<file path="src/design/ioe_pkg.sv">
// Shared constants and types of the inclinometer output encoder
package ioe_pkg;

  ////////////////////////////////////////////////////////////////////////////
  // Timing
  localparam int unsigned CLK_PERIOD_NS = 20;
  localparam int unsigned SAMPLE_RATE_HZ = 2000;
  localparam int unsigned SAMPLE_PERIOD_NS = 1_000_000_000 / SAMPLE_RATE_HZ;
  localparam int unsigned SAMPLE_CYC = SAMPLE_PERIOD_NS / CLK_PERIOD_NS;

  ////////////////////////////////////////////////////////////////////////////
  // Field widths and datagram shape
  localparam int unsigned AXES = 3;
  localparam int unsigned INCL_W = 24;
  localparam int unsigned TEMP_W = 16;
  localparam int unsigned CNT_W = 8;
  localparam int unsigned LAT_W = 16;
  localparam int unsigned SUM_W = 32;
  localparam int unsigned FRAME_BYTES = 18;
  localparam int unsigned FIFO_DEPTH = 8;
  localparam int unsigned FIFO_W = 9;
  localparam int unsigned LVL_W = 4;

  ////////////////////////////////////////////////////////////////////////////
  // Register map (byte addresses)
  localparam logic [11:0] ADDR_CTRL = 12'h000;
  localparam logic [11:0] ADDR_CMD = 12'h004;
  localparam logic [11:0] ADDR_STATUS = 12'h008;
  localparam logic [11:0] ADDR_LAT = 12'h00C;

  // Field positions
  localparam int unsigned CTRL_UNIT_LSB = 0;
  localparam int unsigned CTRL_CONT_BIT = 2;
  localparam int unsigned CMD_TX_BIT = 0;
  localparam int unsigned CMD_DROP_CLR_BIT = 1;
  localparam int unsigned STAT_CNT_LSB = 0;
  localparam int unsigned STAT_BUSY_BIT = 8;
  localparam int unsigned STAT_DROP_BIT = 9;
  localparam int unsigned STAT_LVL_LSB = 12;

  // Reset values
  localparam logic [1:0] UNIT_RST = 2'h0;
  localparam logic CONT_RST = 1'b0;

  ////////////////////////////////////////////////////////////////////////////
  // Types
  typedef enum logic [1:0] {
    IOE_UNIT_ACC = 2'b00,
    IOE_UNIT_DVEL = 2'b01,
    IOE_UNIT_AVG = 2'b10,
    IOE_UNIT_IVEL = 2'b11
  } ioe_unit_t;

  typedef enum logic [0:0] {
    IOE_IDLE = 1'b0,
    IOE_SEND = 1'b1
  } ioe_ser_t;

  typedef struct packed {
    logic [0:AXES-1][INCL_W-1:0] acc;
    logic [0:AXES-1][INCL_W-1:0] dvel;
    logic [0:AXES-1][TEMP_W-1:0] temp;
  } ioe_samp_t;

  typedef struct packed {
    logic [0:AXES-1][INCL_W-1:0] incl;
    logic [0:AXES-1][TEMP_W-1:0] temp;
    logic [CNT_W-1:0] cnt;
    logic [LAT_W-1:0] lat;
  } ioe_frame_t;

  typedef struct packed {
    logic last;
    logic [7:0] data;
  } ioe_byte_t;

endpackage : ioe_pkg

</file>
<file path="src/design/ioe_encoder.sv">
// Inclinometer output encoder: sampling, unit selection, datagram bytes, AHB-Lite registers
//
// Behaviour
// - Acceleration unit: 24-bit two's complement per axis, LSB 2^-22 g.
// - Each 24-bit value goes out as three bytes, MSB first.
// - Incremental velocity unit: 24-bit two's complement, LSB 2^-25 m/s per sample.
// - Average unit: mean of the first 255 samples (at most) since previous transmission, acceleration scaling.
// - Integrated velocity unit: running sum since reset, incremental velocity scaling.
// - Integrated velocity wraps silently within [-0.25, 0.25) without status error.
// - Temperature: 16-bit two's complement, MSB first, LSB 2^-8 degrees Celsius.
// - Unsigned 8-bit sample counter advances once per internal 2000/s sample.
// - Sample counter rolls over from 255 to 0 without any error flag.
// - Latency is sent as an unsigned word.
// - Latency: 16-bit microsecond count, one microsecond per LSB, MSB first.
module ioe_encoder
  import ioe_pkg::*;
#(
  parameter int unsigned SAMPLE_CYC_P = ioe_pkg::SAMPLE_CYC
) (
  // Clock and reset
  input wire logic clk_i,
  input wire logic rst_n_i,
  // AHB-Lite slave
  input wire logic hsel_i,
  input wire logic [31:0] haddr_i,
  input wire logic [1:0] htrans_i,
  input wire logic hwrite_i,
  input wire logic [2:0] hsize_i,
  input wire logic [31:0] hwdata_i,
  input wire logic hready_i,
  output logic [31:0] hrdata_o,
  output logic hreadyout_o,
  output logic hresp_o,
  // Compensated sensor data and latency, same clock
  input wire ioe_pkg::ioe_samp_t samp_i,
  input wire logic [ioe_pkg::LAT_W-1:0] latency_i,
  // Datagram byte stream
  input wire logic byte_ready_i,
  output logic byte_valid_o,
  output ioe_pkg::ioe_byte_t byte_o
);

  import ioe_pkg::*;

  localparam int unsigned TW = $clog2(SAMPLE_CYC_P);

  if (SAMPLE_CYC_P < 2) begin : g_chk
    $error("ioe_encoder: SAMPLE_CYC_P must be at least 2");
  end

  ////////////////////////////////////////////////////////////////////////////
  // State

  typedef struct packed {
    ioe_unit_t unit;
    logic cont;
    logic drop;
    logic [TW-1:0] timer;
    logic [CNT_W-1:0] cnt;
    logic [0:AXES-1][SUM_W-1:0] sum;
    logic [CNT_W-1:0] nsamp;
    logic [0:AXES-1][INCL_W-1:0] ivel;
    ioe_frame_t snap;
    ioe_ser_t ser;
    logic [4:0] idx;
    logic wr_pend;
    logic [11:0] wr_addr;
    logic [31:0] rdata;
    logic hready;
    logic hresp;
  } ioe_st_t;

  ioe_st_t q, d;

  ////////////////////////////////////////////////////////////////////////////
  // Helpers

  // Sign extension of one axis value into the accumulator width
  function automatic logic [SUM_W-1:0] sext24(input logic [INCL_W-1:0] v);
    sext24 = {{(SUM_W-INCL_W){v[INCL_W-1]}}, v};
  endfunction : sext24

  // Signed mean; truncates toward zero, which keeps the result within one sample's range
  function automatic logic [INCL_W-1:0] avg_div(input logic [SUM_W-1:0] s, input logic [CNT_W-1:0] k);
    logic signed [SUM_W-1:0] quo;
    quo = $signed(s) / $signed({1'b0, k});
    avg_div = quo[INCL_W-1:0];
  endfunction : avg_div

  // Byte idx of the frame, first field's top byte at index 0
  function automatic logic [7:0] frame_byte(input ioe_frame_t f, input logic [4:0] idx);
    logic [$bits(ioe_frame_t)-1:0] v;
    v = f;
    frame_byte = v[$bits(ioe_frame_t)-1-8*idx -: 8];
  endfunction : frame_byte

  ////////////////////////////////////////////////////////////////////////////
  // FIFO between serializer and byte port

  logic fifo_in_ready;
  logic fifo_in_valid;
  ioe_byte_t fifo_in;
  logic [LVL_W-1:0] fifo_level;
  logic fifo_out_valid;
  logic [FIFO_W-1:0] fifo_out;

  ioe_fifo #(
    .W(FIFO_W),
    .DEPTH(FIFO_DEPTH)
  ) u_fifo (
    .clk_i(clk_i),
    .rst_n_i(rst_n_i),
    .in_valid_i(fifo_in_valid),
    .in_data_i(fifo_in),
    .in_ready_o(fifo_in_ready),
    .out_ready_i(byte_ready_i),
    .out_valid_o(fifo_out_valid),
    .out_data_o(fifo_out),
    .level_o(fifo_level)
  );

  assign fifo_in_valid = (q.ser == IOE_SEND);
  assign fifo_in.data = frame_byte(q.snap, q.idx);
  assign fifo_in.last = (q.idx == 5'(FRAME_BYTES - 1));

  ////////////////////////////////////////////////////////////////////////////
  // Next state

  logic tick;
  logic tx_req;
  logic [0:AXES-1][SUM_W-1:0] sum_now;
  logic [CNT_W-1:0] n_now;
  logic [31:0] rd_word;

  always_comb begin
    d = q;
    tx_req = 1'b0;
    rd_word = 32'h0000_0000;

    // Internal sample clock, 2000 samples per second
    tick = (q.timer == TW'(SAMPLE_CYC_P - 1));
    d.timer = tick ? '0 : q.timer + 1'b1;

    // Data phase of a write taken in the previous cycle
    d.wr_pend = 1'b0;
    if (q.wr_pend) begin
      case (q.wr_addr)
        ADDR_CTRL: begin
          d.unit = ioe_unit_t'(hwdata_i[CTRL_UNIT_LSB +: 2]);
          d.cont = hwdata_i[CTRL_CONT_BIT];
        end
        ADDR_CMD: begin
          tx_req = hwdata_i[CMD_TX_BIT];
          if (hwdata_i[CMD_DROP_CLR_BIT]) begin
            d.drop = 1'b0;
          end
        end
        default: begin
        end
      endcase
    end

    // Register read word, built from current state
    case (haddr_i[11:0])
      ADDR_CTRL: begin
        rd_word[CTRL_UNIT_LSB +: 2] = q.unit;
        rd_word[CTRL_CONT_BIT] = q.cont;
      end
      ADDR_STATUS: begin
        rd_word[STAT_CNT_LSB +: CNT_W] = q.cnt;
        rd_word[STAT_BUSY_BIT] = (q.ser == IOE_SEND);
        rd_word[STAT_DROP_BIT] = q.drop;
        rd_word[STAT_LVL_LSB +: LVL_W] = fifo_level;
      end
      ADDR_LAT: begin
        rd_word[LAT_W-1:0] = q.snap.lat;
      end
      default: begin
        rd_word = 32'h0000_0000;
      end
    endcase

    // Address phase: zero wait states, response always OKAY
    d.hready = 1'b1;
    d.hresp = 1'b0;
    if (hsel_i && hready_i && htrans_i[1]) begin
      if (hwrite_i) begin
        d.wr_pend = 1'b1;
        d.wr_addr = {haddr_i[11:2], 2'b00};
      end else begin
        d.rdata = rd_word;
      end
    end

    // Per-sample work
    sum_now = q.sum;
    n_now = q.nsamp;
    if (tick) begin
      d.cnt = q.cnt + 1'b1;
      for (int a = 0; a < AXES; a++) begin
        d.ivel[a] = q.ivel[a] + samp_i.dvel[a];
        sum_now[a] = q.sum[a] + sext24(samp_i.acc[a]);
      end
      // Beyond 255 samples the mean stops taking new ones
      if (q.nsamp != 8'hFF) begin
        n_now = q.nsamp + 1'b1;
      end else begin
        sum_now = q.sum;
      end
      if (q.cont) begin
        tx_req = 1'b1;
      end
    end
    d.sum = sum_now;
    d.nsamp = n_now;

    // Serializer: one byte per cycle while the FIFO has room
    case (q.ser)
      IOE_IDLE: begin
        d.idx = '0;
      end
      IOE_SEND: begin
        if (fifo_in_ready) begin
          if (q.idx == 5'(FRAME_BYTES - 1)) begin
            d.ser = IOE_IDLE;
            d.idx = '0;
          end else begin
            d.idx = q.idx + 1'b1;
          end
        end
      end
      default: begin
        d.ser = IOE_IDLE;
      end
    endcase

    // Transmission: snapshot taken at the request, then bytes drain
    if (tx_req) begin
      if (q.ser == IOE_IDLE) begin
        for (int a = 0; a < AXES; a++) begin
          case (q.unit)
            IOE_UNIT_ACC: d.snap.incl[a] = samp_i.acc[a];
            IOE_UNIT_DVEL: d.snap.incl[a] = samp_i.dvel[a];
            IOE_UNIT_AVG: d.snap.incl[a] = (n_now == '0) ? samp_i.acc[a] : avg_div(sum_now[a], n_now);
            IOE_UNIT_IVEL: d.snap.incl[a] = d.ivel[a];
            default: d.snap.incl[a] = samp_i.acc[a];
          endcase
          d.snap.temp[a] = samp_i.temp[a];
        end
        d.snap.cnt = d.cnt;
        d.snap.lat = latency_i;
        d.sum = '0;
        d.nsamp = '0;
        d.ser = IOE_SEND;
        d.idx = '0;
      end else begin
        // Set after the clear so a coincident miss is kept
        d.drop = 1'b1;
      end
    end
  end

  ////////////////////////////////////////////////////////////////////////////
  // Registers

  always_ff @(posedge clk_i) begin
    if (!rst_n_i) begin
      q <= '0;
      q.unit <= ioe_unit_t'(UNIT_RST);
      q.cont <= CONT_RST;
      q.ser <= IOE_IDLE;
      q.hready <= 1'b1;
    end else begin
      q <= d;
    end
  end

  ////////////////////////////////////////////////////////////////////////////
  // Outputs, all from flops

  assign hrdata_o = q.rdata;
  assign hreadyout_o = q.hready;
  assign hresp_o = q.hresp;
  assign byte_valid_o = fifo_out_valid;
  assign byte_o = fifo_out;

  logic unused_ok;
  assign unused_ok = ^{haddr_i[31:12], haddr_i[1:0], hsize_i, htrans_i[0]};

endmodule : ioe_encoder

</file>
<file path="src/design/ioe_fifo.sv">
// Byte FIFO with a registered output stage
module ioe_fifo #(
  parameter int unsigned W = 9,
  parameter int unsigned DEPTH = 8
) (
  // Clock and reset
  input wire logic clk_i,
  input wire logic rst_n_i,
  // Fill side
  input wire logic in_valid_i,
  input wire logic [W-1:0] in_data_i,
  output logic in_ready_o,
  // Drain side
  input wire logic out_ready_i,
  output logic out_valid_o,
  output logic [W-1:0] out_data_o,
  // Fill level of the ring, output stage excluded
  output logic [$clog2(DEPTH):0] level_o
);

  localparam int unsigned PW = $clog2(DEPTH);

  if (DEPTH < 2 || (1 << PW) != DEPTH) begin : g_chk
    $error("ioe_fifo: DEPTH must be a power of two, at least 2");
  end

  typedef struct packed {
    logic [DEPTH-1:0][W-1:0] mem;
    logic [PW-1:0] wptr;
    logic [PW-1:0] rptr;
    logic [PW:0] cnt;
    logic ov;
    logic [W-1:0] od;
  } ioe_fifo_st_t;

  ioe_fifo_st_t q, d;
  logic push, pop, load;

  always_comb begin
    d = q;
    push = in_valid_i && (q.cnt != (PW+1)'(DEPTH));
    load = (q.cnt != '0) && (!q.ov || out_ready_i);
    pop = load;
    if (push) begin
      d.mem[q.wptr] = in_data_i;
      d.wptr = q.wptr + 1'b1;
    end
    if (load) begin
      d.od = q.mem[q.rptr];
      d.ov = 1'b1;
      d.rptr = q.rptr + 1'b1;
    end else if (out_ready_i) begin
      d.ov = 1'b0;
    end
    case ({push, pop})
      2'b10: d.cnt = q.cnt + 1'b1;
      2'b01: d.cnt = q.cnt - 1'b1;
      default: d.cnt = q.cnt;
    endcase
  end

  always_ff @(posedge clk_i) begin
    if (!rst_n_i) begin
      q <= '0;
    end else begin
      q <= d;
    end
  end

  // Ready is honest: it drops as soon as the ring is full
  assign in_ready_o = (q.cnt != (PW+1)'(DEPTH));
  assign out_valid_o = q.ov;
  assign out_data_o = q.od;
  assign level_o = q.cnt;

endmodule : ioe_fifo

</file>
<file path="config.mk">
export PLATFORM = sky130hd
export DESIGN_NAME = ioe_encoder
export DESIGN_NICKNAME = d
export VERILOG_FILES = /design/src/design/ioe_pkg.sv /design/src/design/ioe_encoder.sv /design/src/design/ioe_fifo.sv
export SDC_FILE = /design/constraint.sdc
export NUM_CORES = 2
export LEC_CHECK = 0
export BUFFER_PORTS_ARGS = -buffer_cell sky130_fd_sc_hd__buf_2
export CAP_MARGIN = 20
export CORE_MARGIN = 8
export CORE_UTILIZATION = 50
export DETAILED_ROUTE_END_ITERATION = 7
export PLACE_DENSITY = 0.77
export SLEW_MARGIN = 20
export SYNTH_ARGS = -nofsm -noshare
export SYNTH_HDL_FRONTEND = slang
export SYNTH_HIERARCHICAL = 1
export SYNTH_SLANG_ARGS = --single-unit
</file>
<file path="constraint.sdc">
create_clock -name clk_i -period 338.8 [get_ports clk_i]
set_clock_uncertainty 0.15 [all_clocks]
set_input_delay 67.76 -clock clk_i [delete_from_list [all_inputs] [get_ports clk_i]]
set_output_delay 67.76 -clock clk_i [all_outputs]
set_load 0.02 [all_outputs]
</file>
# Yosys cells after proc, flatten, opt, wreduce, memory -nomap -nowiden
# Cells that the tools add are included.
# op_classes
eq_ne,12
div_mod_pow,3
n_mux,43
bitwise,3
n_lt_le_gt_ge,3
n_shift,1
addsub,15
n_reduce_logical,20
# ops
operator,n
$pmux 24 s4,3
$mux 104,2
$mux 96,2
$shiftx 151x33->8,1
$add 32x32->32,3
$div 32x9->32,3
$add 24x24->24,3
$bwmux 72,1
$mux 24,3
$mux 72,1
$bmux 9 s3,1
$demux 9 s3,1
$eq 12x4->1 const B,2
$logic_not 12->1,2
$mux 8,3
$mux 6,3
$mux 9,2
$add 8x1->8 const B,2
$pmux 4 s2,2
$add 15x1->15 const B,1
$eq 15x15->1 const B,1
$pmux 7 s2,1
$mux 1,13
$mux 13,1
27 further kinds,43
# word_totals
reg_bits,473
elab_cells,139
output_inout_bits,44

# Depth between registers and ports, before layout
# logic_depth
depth_word,6
mapped_depth,511
mapped_depth_nobuf,468

# Hierarchy
# Netlist, hierarchy kept.
# modules_own_cells
module,cells_per_inst,area_each_um2,instances
ioe_encoder,12386,87664.1,1
ioe_fifo,400,4498.1,1

# Worst setup path before layout
# OpenSTA, ideal clock, no wires.
# synth_timing
path_type,input port to flip-flop
startpoint,input samp_i[143] (netlist bit)
endpoint,"register, netlist name q[147]"
arrival_ns,157.529
t_required_ns,338.518
setup_time_ns,0.132
n_path_buf,38
cell_stages,464
slack_ns,180.988
path_cell_list,ha_1 -> clkbuf_1 -> a211oi_1 -> o21ai_0 -> a211o_1 -> a221o_1 -> a31oi_1 -> mux2i_1 -> xnor2_1 -> clkbuf_1 -> clkbuf_1 -> clkbuf_1 -> nand3_1 -> nor3_1 -> ha_1 -> a21oi_1 -> ha_1 -> or3_1 -> [... 428 more ...] -> nor2b_1 -> a2111o_1 -> a211o_1 -> or4_1 -> nor4_1 -> and4_1 -> nand2_2 -> nor4_2 -> ha_1 -> nand2_1 -> nor2_1 -> nand4_1 -> o21ai_0 -> xor2_1 -> o21ai_0 -> mux4_2 -> nand2_1 -> a21oi_1
# synth_lines
element,line,rtl
"start, declared",ioe_encoder.sv:35,"input wire ioe_pkg::ioe_samp_t samp_i,"

==> results.yml <==
timing:
  slew_headroom_pct: 24.3
  drv_slew: 0
  fmax_mhz: 5.77
  rsz0062_at_grt: "false"
  min_period_ns: 173.23
  worst_pin_slew_ns: 1.13
  finalHoldViolCount: 0
  setup-violations-final: 0
  tns_ns: 0
  finalCritPeriodShare_pct: 51.1
critical_path:
  required_ns: 339.15
  startpoint: "samp_i[144]"
  critPathLaunchType: "input pin"
  timing.critical_path.mode_cell: "o21a_1"
  worst-path-max-fanout: 22
  crit_arrival_ns: 173.59
  path_class: "input pin to flop"
  r2r-start: "q[271]"
  crit_path_end_kind: "flop"
  critPathMaxStageDelay_ns: 0.83
  crit_slowest_cell: "or4_1"
cells_and_area:
  mostFrequentLayoutCells: "1321 x nor2_1, 1222 x nand2_1, 990 x a21oi_1"
  layout_commonest_cell: "nor2_1"
  ff_latch_area_sq_mm: 0.00946
  num-fill-cells: 17800
  multi_input_area_sq_mm: 0.0790
  fin_util_pct: 53.0
  nNetsFinal: 13800
  syn2layout_area_growth_pct: 5.22
  layout-drive-gt1-share_pct: 9.60
synthesis:
  ys.warnings.count: 6
  yosysSeqAreaShare_pct: 10.3
  ys.flop_type: "dfxtp_1"
  synthTopCellsByArea: "ha_1 12%, dfxtp_1 10%, nor2_1 5.4%"
  synth_area_per_cell_sq_um: 7.21
  synth_cell_types: 177
  synth_edf_count: 0
  ys_ff_latch: 472
  yosys.area.top_type_share_pct: 11.8
  synth_cells: 12800
  synthesis.area_sq_mm: 0.0922
  yosysTopAreaCell: "ha_1"
  ys_async_sr_fraction_pct: 0
hold_path:
  hold_start: "q[134]"
  min_path_type: "flop to flop"
clock_tree:
  hold_buffers: 0
  clock_sinks: 472
  clk_pin_slew_ns: 0.07
  cts-resized-gates: 0
  cts_setup_buffers: 0
  clk_path_buf_depth: 3
  htree_num_levels: 2
  cts_buffers: 57
  insertion_delay_ns: 0.71
  clockRootBuffer: "clkbuf_16"
  cts_tree: "done"
grt:
  grtUsageMet1_pct: 36.9
  first_global_vias: 89600
  grt-ovfl-total: 0
  met3_usage_pct: 3.93
  grt_max_degree: 143
  use_met2_pct: 46.2
  antenna_found_initial: 35
  grtUsageTotal_pct: 28.9
  grt.busiest_layer: "met2"
  grt_pass1_wl_um: 482000
route:
  antenna_left: 0
  viasPerCell: 6.53
  dr.first_iter.drc_count: 9488
  drc_errors: 0
  vias: 99300
  routed_wl_um: 308000
  wl_per_cell_um: 20.3
  first_pass_iters: 7
place:
  hpwl_um: 242000
  gp_congestion: 0.998
  port_buffers: 255
die:
  die_h_um: 445
  die_area_sq_mm: 0.198
  io_pins: 327
  num_rows: 157
  core_sq_mm: 0.183
  start_util_pct: 50.3
  die_w_um: 445
status:
  outcome: "complete, no violations"
job:
  maxCapViolCount: 0
## final cells by class
class                      instances  area share [%]
antenna                           45           0.116
clock inverter                    25           0.381
clock buffer                      79            1.65
sequential                       472            9.76
timing repair buffer             364            2.20
inverter                         321            1.26
tap                             2464            3.18
multi-input combinational      11500            81.5
## critical path: cells and delay by family
family | cells | cell delay [ns]
buffers and inverters | 23 | 2.75
XOR/XNOR | 1 | 0.29
AND/OR/NAND/NOR | 141 | 36.77
AO/OA/AOI/OAI | 244 | 53.99
adder cells (fa/ha/maj) | 35 | 10.16
multiplexers | 5 | 1.55
## flip-flops by register name, summed over array words and instances (netlist names)
signal and flops:
fifo_in_valid 1, hrdata_o 16, q 363, u_fifo/level_o 4
u_fifo/out_data_o 9, u_fifo/out_valid_o 1, u_fifo/q 78
## logic make-up (layout without fill, tap and decap cells)
| family | after synthesis | in the layout | share of synthesized area [%] |
|---|---|---|---|
| muxes | 535 | 535 | 6.95 |
| AOI/OAI and AO/OA | 4076 | 4076 | 30.6 |
| adders and majority gates | 878 | 878 | 12.0 |
| DFF | 472 | 472 | 10.3 |
| and+or+nand+nor | 5238 | 5238 | 29.2 |
| other | 2 | 63 | 0.00815 |
| buffers and inverters | 880 | 789 | 4.29 |
| xor gates and xnor gates | 705 | 705 | 6.75 |
## synth_stat cells (134+ instances only)
library cell  number
a21o_1           214
a21oi_1          990
a31oi_1          159
and2_1           163
and3_1           155
clkbuf_1         326
dfxtp_1          472
ha_1             867
inv_1            307
mux2_2           163
mux2i_1          294
nand2_1         1225
nand3_1          298
nand4_1          188
nor2_1          1329
nor2b_1          157
nor3_1           712
o211ai_1         134
o21a_1           531
o21ai_0          559
o31ai_1          242
or3_1            154
xnor2_1          465
xor2_1           234
## through the flow
stage                     area, sq um  hold WS [ns]  setup slack [ns]  instances
after floorplan                 92200         0.269            180.99      12800
after global placement          94900         0.281            167.76      15100
after detailed placement        94900         0.288            166.49      15100
after CTS                       96800         0.298            166.96      15200
after global routing            96900         0.319            157.03      15200
final                           97000         0.298            165.57      15200
## path summary, 6_finish.rpt
check | slack (ns) | end | cells past startpoint
setup / recovery | 165.57 | q[169] | 449
hold reg to reg | 0.30 | q[134] | 2
hold / removal | 0.30 | q[134] | 2
setup reg to reg | 231.29 | q[169] | 448
## layer usage
| metal | vias up | share of wire (%) |
|---|---|---|
| li1 | 48100 | - |
| met1 | 46300 | 42 |
| met2 | 4051 | 44 |
| met3 | 841 | 7.8 |
| met4 | 8 | 6.8 |
| met5 | - | 0.027 |
Power is left out: the tool's default activity adds up to more than one toggle a clock period on the data nets, which glitch-free logic cannot reach.
